--- config.mk ---
export PLATFORM = sky130hd
export DESIGN_NAME = pmsc_top
export DESIGN_NICKNAME = d
export VERILOG_FILES = /design/src/pmsc_pkg.sv /design/src/pmsc_top.sv
export SDC_FILE = /design/constraint.sdc
export NUM_CORES = 1
export LEC_CHECK = 0
export BUFFER_PORTS_ARGS = -buffer_cell sky130_fd_sc_hd__buf_2
export CAP_MARGIN = 20
export CORE_AREA = 3 3 59 61
export DETAILED_ROUTE_END_ITERATION = 10
export DIE_AREA = 0 0 62 64
export PLACE_DENSITY = 0.75
export SYNTH_ARGS = -nofsm -noshare
export SYNTH_HDL_FRONTEND = slang
export SYNTH_SLANG_ARGS = --single-unit
--- constraint.sdc ---
create_clock -name clk -period 1.68 [get_ports clk]
set_clock_uncertainty 0.05 [all_clocks]
set_input_delay 0.42 -clock clk [delete_from_list [all_inputs] [get_ports clk]]
set_output_delay 0.42 -clock clk [all_outputs]
set_load 0.01 [all_outputs]
--- src/pmsc_pkg.sv ---
/*
  package for the power management status and control block: register
  indices, bit positions, reset values and synchroniser depth.
  assumes a plain register port with 8-bit data in the low bits.
*/
package pmsc_pkg;
  // ------------------------------------------------------------------
  // register map (word indices on the plain port)
  // ------------------------------------------------------------------
  localparam logic [1:0] PMSC_IDX_DETECT = 2'h0; // lowvolt detect ctrl
  localparam logic [1:0] PMSC_IDX_STOP = 2'h1; // stop mode ctrl
  localparam logic [1:0] PMSC_IDX_WARN = 2'h2; // lowvolt warning ctrl
  localparam logic [1:0] PMSC_IDX_INFO = 2'h3; // reset cause / id
  // ------------------------------------------------------------------
  // detect register fields
  // ------------------------------------------------------------------
  localparam int PMSC_B_LVD_FLAG = 7;
  localparam int PMSC_B_LVD_ACK = 6;
  localparam int PMSC_B_LVD_IRQ_EN = 5;
  localparam int PMSC_B_LVD_RST_EN = 4;
  localparam int PMSC_B_LVD_STOP_EN = 3;
  localparam int PMSC_B_LVD_EN = 2;
  localparam int PMSC_B_RSVD = 1;
  localparam int PMSC_B_BGBUF_EN = 0;
  // ------------------------------------------------------------------
  // stop register fields
  // ------------------------------------------------------------------
  localparam int PMSC_B_FULL_PD_FLAG = 4;
  localparam int PMSC_B_PART_PD_FLAG = 3;
  localparam int PMSC_B_PD_ACK = 2;
  localparam int PMSC_B_PD_ALLOW = 1;
  localparam int PMSC_B_PD_MODE = 0;
  // ------------------------------------------------------------------
  // warning register fields
  // ------------------------------------------------------------------
  localparam int PMSC_B_LVW_FLAG = 7;
  localparam int PMSC_B_LVW_ACK = 6;
  localparam int PMSC_B_DET_TRIP = 5;
  localparam int PMSC_B_WARN_TRIP = 4;
  // ------------------------------------------------------------------
  // info register fields (reset cause)
  // ------------------------------------------------------------------
  localparam int PMSC_B_CAUSE_POR = 0;
  localparam int PMSC_B_CAUSE_LVD = 1;
  localparam int PMSC_B_CAUSE_OTHER = 2;
  localparam int PMSC_INFO_ID_LSB = 4;
  // ------------------------------------------------------------------
  // reset values and misc
  // ------------------------------------------------------------------
  localparam logic [7:0] PMSC_ZERO8 = 8'h00;
  localparam logic [3:0] PMSC_ID_DEFAULT = 4'h5; // arbitrary value
  localparam int PMSC_SYNC_STAGES = 2;
endpackage

--- src/pmsc_top.sv ---
/*
  power management status and control registers: low-voltage detect and
  warning flags, write-once enables, stop-mode selection and recovery
  flags. assumes comparator outputs and stop-sequencer strobes come from
  outside; comparator levels are treated as asynchronous and resynced.
*/
// Chosen here: the plain strobed port and the placing of the registers.
module pmsc_top
  import pmsc_pkg::*;
#(
  parameter logic [3:0] ID_CODE = PMSC_ID_DEFAULT // arbitrary value
) (
  // clock and resets
  input wire logic clk,
  input wire logic sys_rst, // any reset, synchronous, active high
  input wire logic por_rst, // power-on reset cause, with sys_rst
  input wire logic lvd_rst, // low-voltage reset cause, with sys_rst
  // register port
  input wire logic [1:0] reg_addr,
  input wire logic [7:0] reg_wdata,
  input wire logic reg_wr,
  input wire logic reg_rd,
  output logic [7:0] reg_rdata,
  // analog comparators
  input wire logic lvd_cmp, // supply below detect trip
  input wire logic lvw_cmp, // supply below warning trip
  // stop-mode sequencer
  input wire logic in_stop, // device in stop mode
  input wire logic full_pd_wake, // pulse: recovered from full pd
  input wire logic part_pd_wake, // pulse: recovered from partial pd
  // control outputs
  output logic lvd_irq,
  output logic lvd_reset_req,
  output logic bandgap_buffer_en,
  output logic detect_trip_select,
  output logic warning_trip_select,
  output logic full_powerdown_stop,
  output logic partial_powerdown_stop,
  output logic lvd_active
);

  // ------------------------------------------------------------------
  // state
  // ------------------------------------------------------------------
  logic [PMSC_SYNC_STAGES-1:0] lvd_sync_q; // detect comparator sync
  logic [PMSC_SYNC_STAGES-1:0] lvw_sync_q; // warning comparator sync
  logic low_volt_detect_flag_q;
  logic low_volt_detect_irq_en_q;
  logic low_volt_detect_reset_en_q;
  logic low_volt_detect_stop_en_q;
  logic low_volt_detect_en_q;
  logic bandgap_q;
  logic detect_locked_q; // write-once bits already written
  logic full_powerdown_flag_q;
  logic partial_powerdown_flag_q;
  logic powerdown_allow_q;
  logic powerdown_mode_select_q;
  logic stop_locked_q; // allow bit already written
  logic low_volt_warning_flag_q;
  logic detect_trip_q;
  logic warning_trip_q;
  logic [2:0] cause_q; // last reset cause
  logic lvd_now; // synced detect level
  logic lvw_now; // synced warning level
  logic lvd_live; // detection currently operating
  logic wr_det, wr_stop, wr_warn;

  // ------------------------------------------------------------------
  // comparator synchronisers
  // ------------------------------------------------------------------
  // last stage only is read; first stage feeds only the second
  always_ff @(posedge clk) begin
    if (sys_rst) begin
      lvd_sync_q <= '0;
      lvw_sync_q <= '0;
    end else begin
      lvd_sync_q <= {lvd_sync_q[PMSC_SYNC_STAGES-2:0], lvd_cmp};
      lvw_sync_q <= {lvw_sync_q[PMSC_SYNC_STAGES-2:0], lvw_cmp};
    end
  end
  assign lvd_now = lvd_sync_q[PMSC_SYNC_STAGES-1];
  assign lvw_now = lvw_sync_q[PMSC_SYNC_STAGES-1];

  // detection runs when enabled, and in stop only if stop enable set
  assign lvd_live = low_volt_detect_en_q &&
                    (!in_stop || low_volt_detect_stop_en_q);

  assign wr_det = reg_wr && (reg_addr == PMSC_IDX_DETECT);
  assign wr_stop = reg_wr && (reg_addr == PMSC_IDX_STOP);
  assign wr_warn = reg_wr && (reg_addr == PMSC_IDX_WARN);

  // ------------------------------------------------------------------
  // detect control register
  // ------------------------------------------------------------------
  // enable and reset enable lock after the first write; the reserved
  // bit is not stored, software is expected to write it as zero
  always_ff @(posedge clk) begin
    if (sys_rst) begin
      low_volt_detect_en_q <= 1'b0;
      low_volt_detect_reset_en_q <= 1'b0;
      low_volt_detect_irq_en_q <= 1'b0;
      low_volt_detect_stop_en_q <= 1'b0;
      bandgap_q <= 1'b0;
      detect_locked_q <= 1'b0;
    end else if (wr_det) begin
      if (!detect_locked_q) begin
        low_volt_detect_en_q <= reg_wdata[PMSC_B_LVD_EN];
        low_volt_detect_reset_en_q <= reg_wdata[PMSC_B_LVD_RST_EN];
        detect_locked_q <= 1'b1;
      end
      low_volt_detect_irq_en_q <= reg_wdata[PMSC_B_LVD_IRQ_EN];
      low_volt_detect_stop_en_q <= reg_wdata[PMSC_B_LVD_STOP_EN];
      bandgap_q <= reg_wdata[PMSC_B_BGBUF_EN];
    end
  end

  // detect flag: event wins over an acknowledge in the same cycle
  always_ff @(posedge clk) begin
    if (sys_rst) begin
      low_volt_detect_flag_q <= 1'b0;
    end else if (lvd_live && lvd_now) begin
      low_volt_detect_flag_q <= 1'b1;
    end else if (wr_det && reg_wdata[PMSC_B_LVD_ACK]) begin
      low_volt_detect_flag_q <= 1'b0;
    end
  end

  // ------------------------------------------------------------------
  // stop mode register
  // ------------------------------------------------------------------
  always_ff @(posedge clk) begin
    if (sys_rst) begin
      powerdown_allow_q <= 1'b0;
      powerdown_mode_select_q <= 1'b0;
      stop_locked_q <= 1'b0;
    end else if (wr_stop) begin
      if (!stop_locked_q) begin
        powerdown_allow_q <= reg_wdata[PMSC_B_PD_ALLOW];
        stop_locked_q <= 1'b1;
      end
      powerdown_mode_select_q <= reg_wdata[PMSC_B_PD_MODE];
    end
  end

  // recovery flags survive sys_rst unless por_rst comes with it;
  // wake pulses win over the acknowledge
  always_ff @(posedge clk) begin
    if (sys_rst && por_rst) begin
      full_powerdown_flag_q <= 1'b0;
      partial_powerdown_flag_q <= 1'b0;
    end else begin
      if (full_pd_wake) begin
        full_powerdown_flag_q <= 1'b1;
      end else if (wr_stop && reg_wdata[PMSC_B_PD_ACK]) begin
        full_powerdown_flag_q <= 1'b0;
      end
      if (part_pd_wake) begin
        partial_powerdown_flag_q <= 1'b1;
      end else if (wr_stop && reg_wdata[PMSC_B_PD_ACK]) begin
        partial_powerdown_flag_q <= 1'b0;
      end
    end
  end

  // ------------------------------------------------------------------
  // warning register
  // ------------------------------------------------------------------
  // trip selects keep their value except over power-on reset
  always_ff @(posedge clk) begin
    if (sys_rst && por_rst) begin
      detect_trip_q <= 1'b0;
      warning_trip_q <= 1'b0;
    end else if (!sys_rst && wr_warn) begin
      detect_trip_q <= reg_wdata[PMSC_B_DET_TRIP];
      warning_trip_q <= reg_wdata[PMSC_B_WARN_TRIP];
    end
  end

  // warning flag: set while low, even straight after reset; ack only
  // clears once the warning has gone
  always_ff @(posedge clk) begin
    if (sys_rst) begin
      low_volt_warning_flag_q <= 1'b0;
    end else if (lvw_now) begin
      low_volt_warning_flag_q <= 1'b1;
    end else if (wr_warn && reg_wdata[PMSC_B_LVW_ACK]) begin
      low_volt_warning_flag_q <= 1'b0;
    end
  end

  // ------------------------------------------------------------------
  // reset cause capture
  // ------------------------------------------------------------------
  always_ff @(posedge clk) begin
    if (sys_rst) begin
      cause_q[PMSC_B_CAUSE_POR] <= por_rst;
      cause_q[PMSC_B_CAUSE_LVD] <= lvd_rst && !por_rst;
      cause_q[PMSC_B_CAUSE_OTHER] <= !lvd_rst && !por_rst;
    end
  end

  // ------------------------------------------------------------------
  // read data, one cycle after the strobe
  // ------------------------------------------------------------------
  always_ff @(posedge clk) begin
    if (sys_rst) begin
      reg_rdata <= PMSC_ZERO8;
    end else if (reg_rd) begin
      reg_rdata <= PMSC_ZERO8; // ack bits and reserved read zero
      if (reg_addr == PMSC_IDX_DETECT) begin
        reg_rdata[PMSC_B_LVD_FLAG] <= low_volt_detect_flag_q;
        reg_rdata[PMSC_B_LVD_IRQ_EN] <= low_volt_detect_irq_en_q;
        reg_rdata[PMSC_B_LVD_RST_EN] <= low_volt_detect_reset_en_q;
        reg_rdata[PMSC_B_LVD_STOP_EN] <= low_volt_detect_stop_en_q;
        reg_rdata[PMSC_B_LVD_EN] <= low_volt_detect_en_q;
        reg_rdata[PMSC_B_BGBUF_EN] <= bandgap_q;
      end else if (reg_addr == PMSC_IDX_STOP) begin
        reg_rdata[PMSC_B_FULL_PD_FLAG] <= full_powerdown_flag_q;
        reg_rdata[PMSC_B_PART_PD_FLAG] <= partial_powerdown_flag_q;
        reg_rdata[PMSC_B_PD_ALLOW] <= powerdown_allow_q;
        reg_rdata[PMSC_B_PD_MODE] <= powerdown_mode_select_q;
      end else if (reg_addr == PMSC_IDX_WARN) begin
        reg_rdata[PMSC_B_LVW_FLAG] <= low_volt_warning_flag_q;
        reg_rdata[PMSC_B_DET_TRIP] <= detect_trip_q;
        reg_rdata[PMSC_B_WARN_TRIP] <= warning_trip_q;
      end else begin
        reg_rdata <= {ID_CODE, 1'b0, cause_q};
      end
    end else begin
      reg_rdata <= PMSC_ZERO8;
    end
  end

  // ------------------------------------------------------------------
  // registered control outputs
  // ------------------------------------------------------------------
  always_ff @(posedge clk) begin
    if (sys_rst) begin
      lvd_irq <= 1'b0;
      lvd_reset_req <= 1'b0;
      bandgap_buffer_en <= 1'b0;
      detect_trip_select <= 1'b0;
      warning_trip_select <= 1'b0;
      full_powerdown_stop <= 1'b0;
      partial_powerdown_stop <= 1'b0;
      lvd_active <= 1'b0;
    end else begin
      lvd_irq <= low_volt_detect_irq_en_q && low_volt_detect_flag_q;
      lvd_reset_req <= low_volt_detect_reset_en_q && low_volt_detect_en_q
                       && low_volt_detect_flag_q;
      bandgap_buffer_en <= bandgap_q;
      detect_trip_select <= detect_trip_q;
      warning_trip_select <= warning_trip_q;
      full_powerdown_stop <= powerdown_allow_q
                             && !powerdown_mode_select_q;
      partial_powerdown_stop <= powerdown_allow_q
                                && powerdown_mode_select_q;
      lvd_active <= lvd_live;
    end
  end

  // ------------------------------------------------------------------
  // checks
  // ------------------------------------------------------------------
  property p_irq;
    @(posedge clk) disable iff (sys_rst)
    (low_volt_detect_irq_en_q && low_volt_detect_flag_q) |=> lvd_irq;
  endproperty
  a_irq: assert property (p_irq) else $error("irq missing");

  property p_rst;
    @(posedge clk) disable iff (sys_rst)
    lvd_reset_req |-> $past(low_volt_detect_en_q);
  endproperty
  a_rst: assert property (p_rst) else $error("reset without enable");

  property p_lock;
    @(posedge clk) disable iff (sys_rst)
    detect_locked_q |=> $stable(low_volt_detect_en_q);
  endproperty
  a_lock: assert property (p_lock) else $error("write-once broken");

  property p_lvd_set;
    @(posedge clk) disable iff (sys_rst)
    (lvd_live && lvd_now) |=> low_volt_detect_flag_q;
  endproperty
  a_lvd_set: assert property (p_lvd_set) else $error("detect not set");

  property p_warn_hold;
    @(posedge clk) disable iff (sys_rst)
    lvw_now |=> low_volt_warning_flag_q;
  endproperty
  a_warn_hold: assert property (p_warn_hold) else $error("warn lost");

  property p_pd_ack;
    @(posedge clk) disable iff (sys_rst)
    (wr_stop && reg_wdata[PMSC_B_PD_ACK] && !part_pd_wake && !full_pd_wake)
      |=> !partial_powerdown_flag_q && !full_powerdown_flag_q;
  endproperty
  a_pd_ack: assert property (p_pd_ack) else $error("pd ack failed");

  property p_stop_mode;
    @(posedge clk) disable iff (sys_rst)
    partial_powerdown_stop |-> !full_powerdown_stop;
  endproperty
  a_stop_mode: assert property (p_stop_mode) else $error("both modes");

  property p_rd_zero;
    @(posedge clk) disable iff (sys_rst)
    (reg_rd && reg_addr == PMSC_IDX_DETECT) |=> !reg_rdata[PMSC_B_LVD_ACK];
  endproperty
  a_rd_zero: assert property (p_rd_zero) else $error("ack read one");

  // no stop mode may be offered unless the allow bit was set
  property p_allow;
    @(posedge clk) disable iff (sys_rst)
    (full_powerdown_stop || partial_powerdown_stop)
      |-> $past(powerdown_allow_q);
  endproperty
  a_allow: assert property (p_allow) else $error("no allow");

  // ack with the warning gone must clear the flag next cycle
  property p_lvw_ack;
    @(posedge clk) disable iff (sys_rst)
    (wr_warn && reg_wdata[PMSC_B_LVW_ACK] && !lvw_now)
      |=> !low_volt_warning_flag_q;
  endproperty
  a_lvw_ack: assert property (p_lvw_ack) else $error("ack kept");

  // with detection off the comparator never reaches the flag
  property p_gate;
    @(posedge clk) disable iff (sys_rst)
    !low_volt_detect_en_q |=> !low_volt_detect_flag_q;
  endproperty
  a_gate: assert property (p_gate) else $error("flag while off");

endmodule

==> flow_summary.json <==
{
  "timing.hold.ws_ns": 0.233,
  "cap_violations": 0,
  "tns_ns": 0,
  "critPathArrivalTime_ns": 0.79,
  "path_buf_inv": 1,
  "die_h_um": 64,
  "area_growth_pct": 18.9,
  "overflow": 0,
  "drc_errors": 0,
  "holdPathEnd": "full_powerdown_flag_q$_SDFFE_PP0P_",
  "io_pins": 37,
  "crit_cells": 1,
  "rows": 20,
  "r2r-end": "low_volt_detect_en_q$_SDFFE_PP0P_",
  "r2r_slack_ns": 0.53,
  "die_w_um": 62,
  "use_met1_pct": 18.4,
  "synth_top_cell_by_area": "dfxtp_1",
  "globalplace.congestion": 0.761,
  "numClockSinks": 38,
  "ir_drop_v": 0.000597,
  "synth_cells": 127,
  "ys_types": 36,
  "rr_startpoint": "detect_locked_q$_SDFFE_PP0P_",
  "n_antenna_cell": 0,
  "cts_tree": "yes",
  "critical_path_required_ns": 1.21,
  "antenna_found_initial": 0,
  "cts_buffer_depth": 2,
  "detail-route-antenna-nets": 0,
  "htree_levels": 2,
  "first_global_vias": 1002,
  "synth_area_leaders": "dfxtp_1 (47%), mux2i_1 (8.1%), edfxtp_1 (6.1%)",
  "rsz0062_at_grt": "no",
  "drive_gt1_share_pct": 32.9,
  "drt-total-wl_um": 2650,
  "fin_crit_ns": 1.26,
  "cts.repair.resized": 0,
  "cts_hold_buf": 0,
  "synthArstFlopShare_pct": 0,
  "critical_path.top_delay_family": "flip-flops",
  "insertion_delay_ns": 0.34,
  "initial_core_util_pct": 49.2,
  "synth-main-ff-cell": "dfxtp_1",
  "worstSetupPathType": "reg2out",
  "clock-root-buffer": "clkbuf_4",
  "die-area_um2": 3970,
  "cp_cell_sequence": "buf_2",
  "nNetsFinal": 187,
  "avgSynthCellArea_um2": 11.7,
  "gr-usage-met3_pct": 4.85,
  "critical_path.max_stage_delay_ns": 0.33,
  "p_leak_nw": 0.789,
  "synth_warnings": 0,
  "clk_pin_slew_ns": 0.10,
  "synth.cell_area_um2": 1490,
  "finalCritPeriodShare_pct": 74.8,
  "grt_busiest_layer": "met2",
  "fmax_ghz": 0.795,
  "worstHoldStart": "full_pd_wake",
  "postCtsSetupRepairBufs": 0,
  "grt_start_max_net_pins": 20,
  "finalHoldViolCount": 0,
  "met2_usage_pct": 25.0,
  "crit_path_end_kind": "output pin",
  "portBuffers": 35,
  "synthMostInstantiatedCell": "dfxtp_1",
  "max-slew-margin-rel_pct": 75.6,
  "critPathMaxFanout": 1,
  "synth_fp_nets": 148,
  "ys_seq_area_share_pct": 53.1,
  "grtUsageTotal_pct": 15.6,
  "grt_pass1_wl_um": 4490,
  "r2r_cells": 2,
  "vias": 1020,
  "cts_buffers": 5,
  "hold_class": "in2reg",
  "synthTopCellsByCount": "dfxtp_1 (35), nand2b_1 (13), mux2i_1 (12)",
  "p_per_area_nw_per_um2": 904,
  "worst_pin_slew_ns": 0.366,
  "drv_slew": 0,
  "first_pass_iters": 3,
  "setup_viol": 0,
  "synth_top_area_share_pct": 47.1,
  "synth_seq_cells": 38,
  "holdPathStages": 2,
  "vias_per_cell": 4.83,
  "slowest_stage": "dfxtp_1",
  "fp.coreArea_um2": 3030,
  "dp_hpwl_um": 1990,
  "synth-edff-count": 3,
  "drtIter0Drc": 19,
  "crit_path_start_kind": "flop",
  "wl_per_cell_um": 12.5,
  "status": "finished clean"
}
## cells by family (layout without fill, tap and decap cells)
kind of cell    count (synthesis)  count (layout)  share of synthesized area [%]
simple gates                   49              49                           24.5
flops                          38              38                           53.1
mux                            15              15                           10.3
compound gates                 13              13                           7.65
buf+inv                        12              52                           4.45
## power by group
part           internal, mW  switching (mW)
sequential            0.949          0.0164
clock                 0.203           0.274
combinational        0.0818          0.0775
total                  1.23           0.368
## registers in the layout, indices dropped and copies added, names as in the netlist, 2 cells and up
| signal | flops |
|---|---|
| reg_rdata | 8 |
| lvw_sync_q | 2 |
| lvd_sync_q | 2 |
| cause_q | 3 |
## per-stage QoR
stage	instance area (um^2)	power (mW)	util, %	worst slack (ns)	cells
6_report	1770	1.60	58.5	0.423	211
4_1_cts	1770	1.62	58.5	0.407	211
5_1_grt	1770	1.68	58.5	0.360	211
3_5_place_dp	1710	1.15	56.5	0.224	203
3_3_place_gp	1710	1.14	56.5	0.255	203
2_1_floorplan	1490	1.08	-	0.359	127
## final cells by class
cell class                      instances  area, um^2
Tap cell                               44        55.1
Fill cell                             287        1260
Inverter                                6        22.5
Clock inverter                          1        5.00
Multi-Input combinational cell         77         632
Sequential cell                        38         791
Clock buffer                            7        55.1
Timing Repair Buffer                   38         210
## cell usage in the layout (no fill, tap or decap), types with 2 or more instances in the layout
master / Yosys / layout
mux2i_1: 12 / 12
dfxtp_1: 35 / 35
o2bb2ai_1: 3 / 3
nand3b_2: 2 / 2
nor2_1: 6 / 6
buf_4: 1 / 2
nor2b_1: 10 / 10
nand4bb_1: 2 / 2
nor3_1: 2 / 2
a21boi_0: 2 / 2
nand2b_1: 13 / 13
and2_1: 2 / 2
clkbuf_4: 0 / 5
buf_2: 2 / 35
a21oi_1: 2 / 2
inv_1: 6 / 6
edfxtp_1: 3 / 3
mux2_1: 3 / 3
a21bo_2: 2 / 2
## layer usage
layer,vias to the layer above,share of wire [%]
li1,514,-
met1,475,44
met2,24,49
met3,7,5.1
met4,0,2.2
met5,-,0
## how the worst max path moves through the flow
stage	from	to	slack, ns
after floorplan	reg_addr[1]	low_volt_detect_en_q$_SDFFE_PP0P_	0.36
after global placement	reg_addr[0]	low_volt_detect_en_q$_SDFFE_PP0P_	0.26
after detailed placement	reg_addr[0]	low_volt_warning_flag_q$_SDFFE_PP0P_	0.22
after CTS	full_powerdown_stop$_SDFF_PP0_	full_powerdown_stop	0.41
after global routing	full_powerdown_stop$_SDFF_PP0_	full_powerdown_stop	0.36
final	full_powerdown_stop$_SDFF_PP0_	full_powerdown_stop	0.42
No activity file was read; power rests on OpenSTA's default activity.
